**config.mk**
```make
export PLATFORM = sky130hd
export DESIGN_NAME = mpsc_top
export DESIGN_NICKNAME = d
export VERILOG_FILES = /design/src/rtl/mpsc_top.v /design/src/rtl/mpsc_sync.v /design/src/rtl/mpsc_press.v
export VERILOG_INCLUDE_DIRS = /design/src /design/src/rtl
export SDC_FILE = /design/constraint.sdc
export NUM_CORES = 1
export LEC_CHECK = 0
export BUFFER_PORTS_ARGS = -buffer_cell sky130_fd_sc_hd__buf_2
export CAP_MARGIN = 20
export CORE_AREA = 3 3 170 172
export CTS_CLUSTER_DIAMETER = 200
export DETAILED_ROUTE_END_ITERATION = 8
export DIE_AREA = 0 0 173 175
export HOLD_SLACK_MARGIN = 0.05
export SKIP_CTS_REPAIR_TIMING = 1
export SKIP_LAST_GASP = 1
export SLEW_MARGIN = 25
export SYNTH_ARGS = -nofsm -noshare
export SYNTH_HDL_FRONTEND = slang
export SYNTH_SLANG_ARGS = --single-unit
```
**constraint.sdc**
```tcl
create_clock -name core_clk -period 7.8 [get_ports core_clk]
set_input_delay 1.56 -clock core_clk [delete_from_list [all_inputs] [get_ports core_clk]]
set_output_delay 1.56 -clock core_clk [all_outputs]
set_load 0.01 [all_outputs]
```
**src/rtl/mpsc_map.vh**
```
/*
 Constants for the module power-state controller: register offsets, field positions,
 reset values, state codes and timing figures.
 Assumes a single always-on standby clock at 125 MHz.
*/
// Overview of operation
// - Power-up proceeds only while the carrier power-good input is high.
// - A power-button request is taken on the falling edge of the button, held 16 ms.
// - The reset button held low for 16 ms resets the module.
// - A low battery-low input is reported as a power-management event.
// - A low external wake input is a wake event that starts leaving the S3 or S4 state.
// - Suspend status goes low shortly before a low-power state is entered.
// - Suspend-to-RAM output is low in the S3, S4 and S5 states.
// - Soft-off output is low in S4 and S5 and high in every other state.
// - The sleep button falling edge requests sleep entry or wake, held 16 ms.
// - The lid switch low pulse of 16 ms requests sleep entry or wake.
// - On overheating the thermal-trip output goes low and the system goes straight to S5.
// - A low thermal alarm input is flagged as an over-temperature event.
`ifndef MPSC_MAP_VH
`define MPSC_MAP_VH

`define MPSC_CLK_MHZ 125
`define MPSC_PRESS_MS 16
// Press hold in standby clocks: 16 ms at 125 MHz, sized to the counter
`define MPSC_PRESS_CYC 22'h1e_8480
`define MPSC_NOTICE_CYC 8'h10
`define MPSC_CNT_W 22

// Register offsets
`define MPSC_REG_STATUS 4'h0
`define MPSC_REG_MASK 4'h4
`define MPSC_REG_CTRL 4'h8
`define MPSC_REG_STATE 4'hc

// Event bits of status and mask
`define MPSC_EV_W 7
`define MPSC_EV_PWR 0
`define MPSC_EV_RST 1
`define MPSC_EV_BAT 2
`define MPSC_EV_WAKE 3
`define MPSC_EV_SLP 4
`define MPSC_EV_LID 5
`define MPSC_EV_THERM 6

// Control bits
`define MPSC_CTL_SLEEP_S3 0
`define MPSC_CTL_SLEEP_S4 1
`define MPSC_CTL_OFF 2
`define MPSC_CTL_TRIP 3
`define MPSC_CTL_W 4

// Power states, one-hot
`define MPSC_ST_W 6
`define MPSC_ST_S5 6'h01
`define MPSC_ST_UP 6'h02
`define MPSC_ST_S0 6'h04
`define MPSC_ST_NOTE 6'h08
`define MPSC_ST_S3 6'h10
`define MPSC_ST_S4 6'h20

`define MPSC_ZERO32 32'h0000_0000

`endif

```
**src/rtl/mpsc_top.v**
```verilog
/*
 Module power-state controller: sequences S0/S3/S4/S5 from buttons, wake and
 thermal events, drives the suspend and thermal-trip outputs, and keeps a small
 register file with sticky event status, mask and one interrupt.
 Assumes one free-running standby clock and synchronous register strobes.
*/
// The register offsets and strobed register access are this design's own decisions.
`include "mpsc_map.vh"

module mpsc_top #(
	parameter CNT_W = `MPSC_CNT_W,
	parameter [CNT_W-1:0] PRESS_CYC = `MPSC_PRESS_CYC,
	parameter [7:0] NOTICE_CYC = `MPSC_NOTICE_CYC
) (
	// Clock and reset
	input wire core_clk,
	input wire rst,
	// Carrier inputs
	input wire carrier_power_good,
	input wire power_button_n,
	input wire reset_button_n,
	input wire battery_low_n,
	input wire wake_n,
	input wire sleep_button_n,
	input wire lid_switch_n,
	input wire thermal_alarm_n,
	// Processor overheat indication
	input wire cpu_overheat,
	// Carrier outputs
	output reg suspend_status_n,
	output reg suspend_to_ram_n,
	output reg soft_off_state_n,
	output reg thermal_trip_n,
	output reg module_reset_n,
	// Register port
	input wire [3:0] reg_addr,
	input wire [31:0] reg_wdata,
	input wire reg_wr,
	input wire reg_rd,
	output reg [31:0] reg_rdata,
	output reg irq
);
	localparam NIN = 7;

	wire [NIN-1:0] pins_s;
	wire pwr_s = pins_s[0];
	wire rstb_s = pins_s[1];
	wire bat_s = pins_s[2];
	wire wake_s = pins_s[3];
	wire slp_s = pins_s[4];
	wire lid_s = pins_s[5];
	wire therm_s = pins_s[6];
	wire [3:0] press;

	reg pg_meta_ff;
	reg pg_ff;
	reg heat_meta_ff;
	reg heat_ff;
	reg bat_d_ff;
	reg wake_d_ff;
	reg therm_d_ff;
	reg [`MPSC_ST_W-1:0] state_ff;
	reg [`MPSC_ST_W-1:0] nxt_state;
	reg [`MPSC_ST_W-1:0] target_ff;
	reg [`MPSC_ST_W-1:0] nxt_target;
	reg [7:0] note_cnt_ff;
	reg [`MPSC_EV_W-1:0] status_ff;
	reg [`MPSC_EV_W-1:0] mask_ff;
	reg [`MPSC_CTL_W-1:0] ctrl_ff;
	reg [`MPSC_EV_W-1:0] ev;
	reg trip;

	// Synchronise the seven active-low pins; idle level of each is high
	mpsc_sync #(
		.W(NIN)
	) u_sync (
		.core_clk(core_clk),
		.rst(rst),
		.pin_in({thermal_alarm_n, lid_switch_n, sleep_button_n, wake_n,
			battery_low_n, reset_button_n, power_button_n}),
		.pin_out(pins_s)
	);

	// Qualified presses: power, reset, sleep, lid
	genvar gi;
	generate
		for (gi = 0; gi < 4; gi = gi + 1) begin : g_press
			wire lvl = (gi == 0) ? pwr_s : (gi == 1) ? rstb_s : (gi == 2) ? slp_s : lid_s;
			mpsc_press #(
				.CNT_W(CNT_W),
				.HOLD(PRESS_CYC)
			) u_press (
				.core_clk(core_clk),
				.rst(rst),
				.level_n(lvl),
				.press(press[gi])
			);
		end
	endgenerate

	// Level inputs that are active high need their own synchronisers
	always @(posedge core_clk or posedge rst) begin
		if (rst) begin
			pg_meta_ff <= 1'b0;
			pg_ff <= 1'b0;
			heat_meta_ff <= 1'b0;
			heat_ff <= 1'b0;
			bat_d_ff <= 1'b1;
			wake_d_ff <= 1'b1;
			therm_d_ff <= 1'b1;
		end else begin
			pg_meta_ff <= carrier_power_good;
			pg_ff <= pg_meta_ff;
			heat_meta_ff <= cpu_overheat;
			heat_ff <= heat_meta_ff;
			bat_d_ff <= bat_s;
			wake_d_ff <= wake_s;
			therm_d_ff <= therm_s;
		end
	end

	function is_low_power;
		input [`MPSC_ST_W-1:0] st;
		begin
			is_low_power = (st == `MPSC_ST_S3) || (st == `MPSC_ST_S4) || (st == `MPSC_ST_S5);
		end
	endfunction

	function is_off;
		input [`MPSC_ST_W-1:0] st;
		begin
			is_off = (st == `MPSC_ST_S4) || (st == `MPSC_ST_S5);
		end
	endfunction

	// Events: edges into the asserted level
	always @* begin
		ev = {`MPSC_EV_W{1'b0}};
		ev[`MPSC_EV_PWR] = press[0];
		ev[`MPSC_EV_RST] = press[1];
		ev[`MPSC_EV_BAT] = bat_d_ff & ~bat_s;
		ev[`MPSC_EV_WAKE] = wake_d_ff & ~wake_s;
		ev[`MPSC_EV_SLP] = press[2];
		ev[`MPSC_EV_LID] = press[3];
		ev[`MPSC_EV_THERM] = therm_d_ff & ~therm_s;
		trip = heat_ff | ctrl_ff[`MPSC_CTL_TRIP];
	end

	// State sequencing
	always @* begin
		nxt_state = state_ff;
		nxt_target = target_ff;
		case (state_ff)
			`MPSC_ST_S5: begin
				if (press[0] && !trip)
					nxt_state = `MPSC_ST_UP;
			end
			`MPSC_ST_UP: begin
				if (pg_ff)
					nxt_state = `MPSC_ST_S0;
			end
			`MPSC_ST_S0: begin
				if (press[0] || ctrl_ff[`MPSC_CTL_OFF]) begin
					nxt_state = `MPSC_ST_NOTE;
					nxt_target = `MPSC_ST_S5;
				end else if (ctrl_ff[`MPSC_CTL_SLEEP_S4]) begin
					nxt_state = `MPSC_ST_NOTE;
					nxt_target = `MPSC_ST_S4;
				end else if (press[2] || press[3] || ctrl_ff[`MPSC_CTL_SLEEP_S3]) begin
					nxt_state = `MPSC_ST_NOTE;
					nxt_target = `MPSC_ST_S3;
				end
			end
			`MPSC_ST_NOTE: begin
				if (note_cnt_ff == NOTICE_CYC)
					nxt_state = target_ff;
			end
			`MPSC_ST_S3, `MPSC_ST_S4: begin
				if (press[0] || press[2] || press[3] || ev[`MPSC_EV_WAKE])
					nxt_state = `MPSC_ST_UP;
			end
			default: begin
				nxt_state = `MPSC_ST_S5;
			end
		endcase
		if (trip)
			nxt_state = `MPSC_ST_S5;
	end

	always @(posedge core_clk or posedge rst) begin
		if (rst) begin
			state_ff <= `MPSC_ST_S5;
			target_ff <= `MPSC_ST_S5;
			note_cnt_ff <= 8'h00;
			suspend_status_n <= 1'b0;
			suspend_to_ram_n <= 1'b0;
			soft_off_state_n <= 1'b0;
			thermal_trip_n <= 1'b1;
			module_reset_n <= 1'b0;
		end else begin
			state_ff <= nxt_state;
			target_ff <= nxt_target;
			if (state_ff == `MPSC_ST_NOTE)
				note_cnt_ff <= note_cnt_ff + 8'h01;
			else
				note_cnt_ff <= 8'h00;
			suspend_status_n <= !(is_low_power(nxt_state) || nxt_state == `MPSC_ST_NOTE);
			suspend_to_ram_n <= !is_low_power(nxt_state);
			soft_off_state_n <= !is_off(nxt_state);
			thermal_trip_n <= !trip;
			module_reset_n <= !(press[1] || nxt_state != `MPSC_ST_S0);
		end
	end

	// Register file; set wins over write-one-to-clear
	always @(posedge core_clk or posedge rst) begin
		if (rst) begin
			status_ff <= {`MPSC_EV_W{1'b0}};
			mask_ff <= {`MPSC_EV_W{1'b0}};
			ctrl_ff <= {`MPSC_CTL_W{1'b0}};
			reg_rdata <= `MPSC_ZERO32;
			irq <= 1'b0;
		end else begin
			if (reg_wr && reg_addr == `MPSC_REG_STATUS)
				status_ff <= (status_ff & ~reg_wdata[`MPSC_EV_W-1:0]) | ev;
			else
				status_ff <= status_ff | ev;
			if (reg_wr && reg_addr == `MPSC_REG_MASK)
				mask_ff <= reg_wdata[`MPSC_EV_W-1:0];
			if (reg_wr && reg_addr == `MPSC_REG_CTRL)
				ctrl_ff <= reg_wdata[`MPSC_CTL_W-1:0];
			else
				ctrl_ff <= ctrl_ff & {1'b1, 3'b000};
			reg_rdata <= `MPSC_ZERO32;
			if (reg_rd) begin
				case (reg_addr)
					`MPSC_REG_STATUS: reg_rdata <= {25'h000_0000, status_ff};
					`MPSC_REG_MASK: reg_rdata <= {25'h000_0000, mask_ff};
					`MPSC_REG_CTRL: reg_rdata <= {28'h000_0000, ctrl_ff};
					`MPSC_REG_STATE: reg_rdata <= {24'h00_0000, pg_ff, heat_ff, state_ff};
					default: reg_rdata <= `MPSC_ZERO32;
				endcase
			end
			irq <= |(status_ff & mask_ff);
		end
	end
endmodule

```
**src/rtl/mpsc_sync.v**
```verilog
/*
 Two-flop synchroniser bank for the button and event pins.
 Assumes inputs idle high and reset is asynchronous active high.
*/
module mpsc_sync #(
	parameter W = 8
) (
	// Clock and reset
	input wire core_clk,
	input wire rst,
	// Pins and synchronised levels
	input wire [W-1:0] pin_in,
	output wire [W-1:0] pin_out
);
	reg [W-1:0] meta_ff;
	reg [W-1:0] sync_ff;

	always @(posedge core_clk or posedge rst) begin
		if (rst) begin
			meta_ff <= {W{1'b1}};
			sync_ff <= {W{1'b1}};
		end else begin
			meta_ff <= pin_in;
			sync_ff <= meta_ff;
		end
	end

	assign pin_out = sync_ff;
endmodule

```
**src/rtl/mpsc_press.v**
```verilog
/*
 Press qualifier: a low level must stand for a full count before a one-cycle
 press pulse is given; the pulse marks the falling edge once it is qualified.
 Assumes a synchronised active-low input.
*/
module mpsc_press #(
	parameter CNT_W = 22,
	parameter [CNT_W-1:0] HOLD = 22'h1e_8480
) (
	// Clock and reset
	input wire core_clk,
	input wire rst,
	// Synchronised input and qualified press
	input wire level_n,
	output wire press
);
	reg [CNT_W-1:0] cnt_ff;
	reg done_ff;
	reg press_ff;

	always @(posedge core_clk or posedge rst) begin
		if (rst) begin
			cnt_ff <= {CNT_W{1'b0}};
			done_ff <= 1'b0;
			press_ff <= 1'b0;
		end else begin
			press_ff <= 1'b0;
			if (level_n) begin
				cnt_ff <= {CNT_W{1'b0}};
				done_ff <= 1'b0;
			end else if (!done_ff) begin
				if (cnt_ff == HOLD - 1'b1) begin
					done_ff <= 1'b1;
					press_ff <= 1'b1;
				end else begin
					cnt_ff <= cnt_ff + 1'b1;
				end
			end
		end
	end

	assign press = press_ff;
endmodule

```
==> results of run 1 <==
worst max-delay path, cell delays in order:
cell and delay [ns]:
buf_2 0.09, nor2_1 0.46, nand2_1 0.17, nor3_1 0.70, nand2_1 0.12, a21o_1 0.20
registers in the layout, indices dropped and copies added (netlist names), 3 cells and up:
register,cells
note_cnt_ff,8
reg_rdata,8
mask_ff,7
ctrl_ff,4
target_ff,3
u_sync.meta_ff,7
g_press.u_press.press,4
g_press.u_press.done_ff,4
state_ff,6
g_press.u_press.cnt_ff,88
status_ff,7
u_sync.pin_out,7
per-layer routing:
| metal | GRT usage | up-vias | routed length, µm |
|---|---|---|---|
| li1 | - | 2987 | - |
| met1 | 0.156 | 2902 | 8370 |
| met2 | 0.185 | 99 | 7800 |
| met3 | 0.0285 | 32 | 656 |
| met4 | 0.0446 | 8 | 388 |
| met5 | 0 | - | 47 |
per-stage QoR:
stage                     hold WS (ns)  std cells  worst slack, ns  utilization  cell area (µm²)
after detailed placement         0.337       1201             4.33        0.313             8650
after floorplan                  0.331        836             1.78            -             8270
after CTS                        0.348       1233             4.78        0.335             9260
final                            0.344       1235             4.79        0.336             9290
after global routing             0.356       1235             4.57        0.336             9290
after global placement           0.336       1201             4.35        0.313             8650
final timing paths:
kind | start | end | slack [ns] | cells past startpoint
worst max-delay path | reg_addr[1] | status_ff[5]$_DFF_PP0_ | 4.79 | 6
worst min-delay path | heat_meta_ff$_DFF_PP0_ | heat_ff$_DFF_PP0_ | 0.34 | 0
worst max register to register | u_sync.pin_out[1]$_DFF_PP1_ | g_press[1].u_press.cnt_ff[13]$_DFFE_PP0P_ | 5.23 | 4
worst min register to register | heat_meta_ff$_DFF_PP0_ | heat_ff$_DFF_PP0_ | 0.34 | 0
max in group asynchronous | rst | g_press[0].u_press.cnt_ff[21]$_DFFE_PP0P_ | 5.17 | 4
min in group asynchronous | rst | g_press[2].u_press.cnt_ff[4]$_DFFE_PP0P_ | 1.11 | 2
cells in the final DEF (no fill, tap or decap), drive strengths merged, types with 15 or more instances in the layout:
cell	n
mux2	17
conb	24
nor3	19
inv	19
or4	19
or3	17
xor2	21
o31ai	16
dfrtp	146
xnor2	20
clkbuf	21
nand2	53
a21oi	47
o21ai	26
nand3	42
a211oi	15
nand4	23
buf	41
nor2	85
nor4	15
dfstp	20
cell families after synthesis:
logic type	Yosys count
AND/OR/NAND/NOR	354
flip-flops	166
AO/OA/AOI/OAI	147
buffers and inverters	72
XOR/XNOR	41
multiplexers	26
adder cells (fa/ha/maj)	6
other	1
final cells by class:
| cell class | count | area share |
|---|---|---|
| flip-flops and latches | 166 | 0.450 |
| multi-input cells | 598 | 0.400 |
| well taps | 378 | 0.0509 |
| clock buffers | 21 | 0.0496 |
| repair buffers | 41 | 0.0253 |
| clock inverters | 11 | 0.0160 |
| inverters | 19 | 0.00822 |
| diodes | 1 | 0.000269 |
report_power, final:
part	internal, µW	switching, µW	total [µW]
logic	31.0	50.8	81.7
registers	889	25.1	914
clock network	522	345	867
==> results.toml, run 1 <==
[synthesis]
yosysMostFrequentCell = "dfrtp_1"
synth-seq-cells = 166
synth_mux_area_frac = 0.0348
synth_top_area_share = 0.446
synth_fa_ha_area_frac = 0.00917
synth-compound-area-share = 0.117
synth_top_family_by_area = "simple AND/OR/NAND/NOR gates"
ys_async_sr_fraction = 1.00
ys_seq_area_frac = 0.510
synthXorXnorAreaFrac = 0.0439
synthTopCellsByArea = "dfrtp_1 45%, dfstp_2 6.4%, nor2_1 3.9%"
yosysTopAreaCell = "dfrtp_1"
avgSynthCellArea_um2 = 10.1
synth-edff-count = 0
syn_inst = 813
synth_area_mm2 = 0.00819
yosysUniqueCellTypes = 65
yosys_warnings = 0
synthTopCellsByCount = "146 x dfrtp_1, 85 x nor2_1, 53 x nand2_1, 46 x a21oi_1, 42 x nand3_1"
yosys.area_share.simple = 0.238
synthFlopType = "dfrtp_1"

[floorplan]
rows = 61
dieArea_mm2 = 0.0303
initial_core_util = 0.296
core_area_mm2 = 0.0276
die_h_um = 175
io_pins = 87
die_w_um = 173

[pwr]
powerDensity_mw_per_mm2 = 201
ir_worst_vdd_mv = 0.153
p_leak_uw = 0.00377
total_power_uw = 1860

[placed_design]
portBuffers = 37
globalplace.congestion = 0.800
hpwl_mm = 11.8

[drt]
vias_per_cell = 4.88
routed_wl_mm = 17.3
drc = 0
wire_per_inst_um = 14.0
firstDrtPassIters = 5
vias = 6028
drtIter0Drc = 420
ant_nets = 0

[setup_path]
arrival_ns = 3.32
path_class = "input port to flip-flop"
worstPathMaxFanout = 7
worst_ep_required_time_ns = 8.11
critPathLaunchType = "input port"
endpoint_kind = "flip-flop"

[run]
maxCapViolations = 0

[global_route]
gr-usage-all-layers = 0.117
grt_max_degree = 103
grt_pass1_vias = 5908
antenna_found_initial = 5
grt_pass1_wl_mm = 29.5
grt-ovfl-total = 0

[clocking]
cts_max_level = 4
numCtsBuffers = 17
clkLatencyLatePin_ns = 0.42
cts_tree = "built"
clock_path_buffers = 2
root_buffer = "clkbuf_16"
cts.clk_slew.worst_paths_ns = 0.06
cts_sinks = 166

[timing]
drv_slew = 0
final_hold_viol_count = 0
fin_tns_setup_ns = 0
rsz0062_at_grt = "no"
period_minus_slack_ns = 3.01
skew_ns = 0.00935
min_period_over_period = 0.386
slew_headroom = 0.357
clock.fmax_mhz = 333
worstMarginPinSlew_ns = 0.963
setup_viol_count_final = 0

[layout]
drive_gt1_frac = 0.145
final_nets = 898
multi_input_area_mm2 = 0.00371
final-seq-area_mm2 = 0.00418
fill_cells = 2841
syn2layout_area_growth_pct = 13.5

[status]
status = "finished clean"

[hold_path]
hp-class = "flip-flop to flip-flop"
No activity file was read; power rests on OpenSTA's default activity.
==> run 2, diff against run 1 <==
==> constraint.sdc (replaced) <==
create_clock -name core_clk -period 2.5 [get_ports core_clk]
set_input_delay 0.5 -clock core_clk [delete_from_list [all_inputs] [get_ports core_clk]]
set_output_delay 0.5 -clock core_clk [all_outputs]
set_load 0.01 [all_outputs]
==> results.toml, run 2 (synthesis results as in run 1) <==
[timing]
final_hold_viol_count = 0
slew_headroom = 0.556
clock.fmax_mhz = 437
skew_ns = 0.0158
worstMarginPinSlew_ns = 0.657
setup_viol_count_final = 0
period_minus_slack_ns = 2.29
drv_slew = 0
hold_ws_ns = 0.164
rsz0062_at_grt = "no"
fin_tns_setup_ns = 0
timing.final.ws_setup_ns = 0.213
min_period_over_period = 0.915

[clocking]
clock_path_buffers = 2
cts_max_level = 4
cts_sinks = 166
cts_tree = "built"
cts.clk_slew.worst_paths_ns = 0.07
root_buffer = "clkbuf_16"
numCtsBuffers = 17
clkLatencyLatePin_ns = 0.43

[global_route]
grt-ovfl-total = 0
antenna_found_initial = 4
grt_pass1_wl_mm = 30.3
grt_max_degree = 91
gr-usage-all-layers = 0.121
grt_pass1_vias = 5980

[status]
status = "finished clean"

[layout]
final_nets = 920
top_regs = "g_press.u_press.cnt_ff x88, note_cnt_ff x8, reg_rdata x8"
drive_gt1_frac = 0.165
syn2layout_area_growth_pct = 15.5
final_cell_mix = "146 x dfrtp_1, 85 x nor2_1, 53 x nand2_1"
final_common_cell = "dfrtp_1"
top_register = "g_press.u_press.cnt_ff"
finish.utilization = 0.342
largest_reg_flops = 88
antenna_cells = 0

[placed_design]
globalplace.congestion = 0.836
post-place-ws_ns = 0.219
portBuffers = 37
hpwl_mm = 12.0

[pwr]
total_power_uw = 5790
p_leak_uw = 0.00388
powerDensity_mw_per_mm2 = 612
ir_worst_vdd_mv = 0.561

[setup_path]
arrival_ns = 2.63
worstPathCellList = "ha_1, and3_1, nand3_1, o21ai_1, buf_4, or4_2, a21oi_1"
worst_ep_required_time_ns = 2.85
critPathLaunchType = "flip-flop"
crit_buf_inv = 1
worstPathMaxFanout = 14
crit_family = "simple AND/OR/NAND/NOR gates"
endpoint_kind = "flip-flop"
crit_slowest_cell = "or4_2"
max_stage_delay_ns = 0.61
path_class = "flip-flop to flip-flop"

[drt]
wire_per_inst_um = 13.9
drc = 0
vias_per_cell = 4.87
vias = 6112
ant_nets = 0
drtIter0Drc = 478
routed_wl_mm = 17.5
firstDrtPassIters = 5

[run]
maxCapViolations = 0

[hold_path]
hp-class = "input port to async pin"

[floorplan]
rows = 61
die_w_um = 173
core_area_mm2 = 0.0276
die_h_um = 175
dieArea_mm2 = 0.0303
initial_core_util = 0.296
io_pins = 87
## run 2: worst reg2reg max path: cells and delay by family (launching register included)
| family | cells | cell delay [ns] |
|---|---|---|
| buffers and inverters | 1 | 0.25 |
| AND/OR/NAND/NOR | 3 | 0.98 |
| AO/OA/AOI/OAI | 2 | 0.33 |
| flip-flops | 1 | 0.41 |
| adder cells (fa/ha/maj) | 1 | 0.24 |
## run 2: cell type report
type	instances	area [µm²]
clock buffers	21	450
clock inverters	11	146
fillers	2834	18200
inverters	19	75.1
multi-input cells	598	3710
flip-flops and latches	166	4180
well taps	378	473
repair buffers	63	418
## run 2: per-stage QoR
step	instance area, µm²	instances
floorplan	8280	836
global placement	8840	1222
detailed placement	8840	1222
CTS	9440	1254
global route	9460	1256
finish	9460	1256
## run 2: routing by layer
layer | GRT usage | vias up | part of all wire
met5 | 0 | - | 0.0019
met4 | 0.0345 | 8 | 0.0098
met3 | 0.0315 | 17 | 0.038
met2 | 0.185 | 110 | 0.46
met1 | 0.169 | 2945 | 0.49
li1 | - | 3032 | -
## run 2: report_power, final
group	total, µW	switching [µW]	internal, µW
Clock	2670	1070	1600
Sequential	2850	74.9	2770
Combinational	268	164	103
Total	5790	1310	4480
## run 2: worst paths after layout
| path | startpoint | endpoint | slack (ns) | cells past startpoint |
|---|---|---|---|---|
| setup / recovery | g_press[1].u_press.cnt_ff[0]$_DFFE_PP0P_ | g_press[1].u_press.cnt_ff[10]$_DFFE_PP0P_ | 0.21 | 7 |
| hold reg to reg | u_sync.meta_ff[0]$_DFF_PP1_ | u_sync.pin_out[0]$_DFF_PP1_ | 0.36 | 0 |
| min in group core_clk | power_button_n | u_sync.meta_ff[0]$_DFF_PP1_ | 0.17 | 1 |
| setup reg to reg | g_press[1].u_press.cnt_ff[0]$_DFFE_PP0P_ | g_press[1].u_press.cnt_ff[10]$_DFFE_PP0P_ | 0.21 | 7 |
| max in group asynchronous | rst | thermal_trip_n$_DFF_PP1_ | 1.79 | 3 |
| hold / removal | rst | u_sync.pin_out[5]$_DFF_PP1_ | 0.16 | 2 |
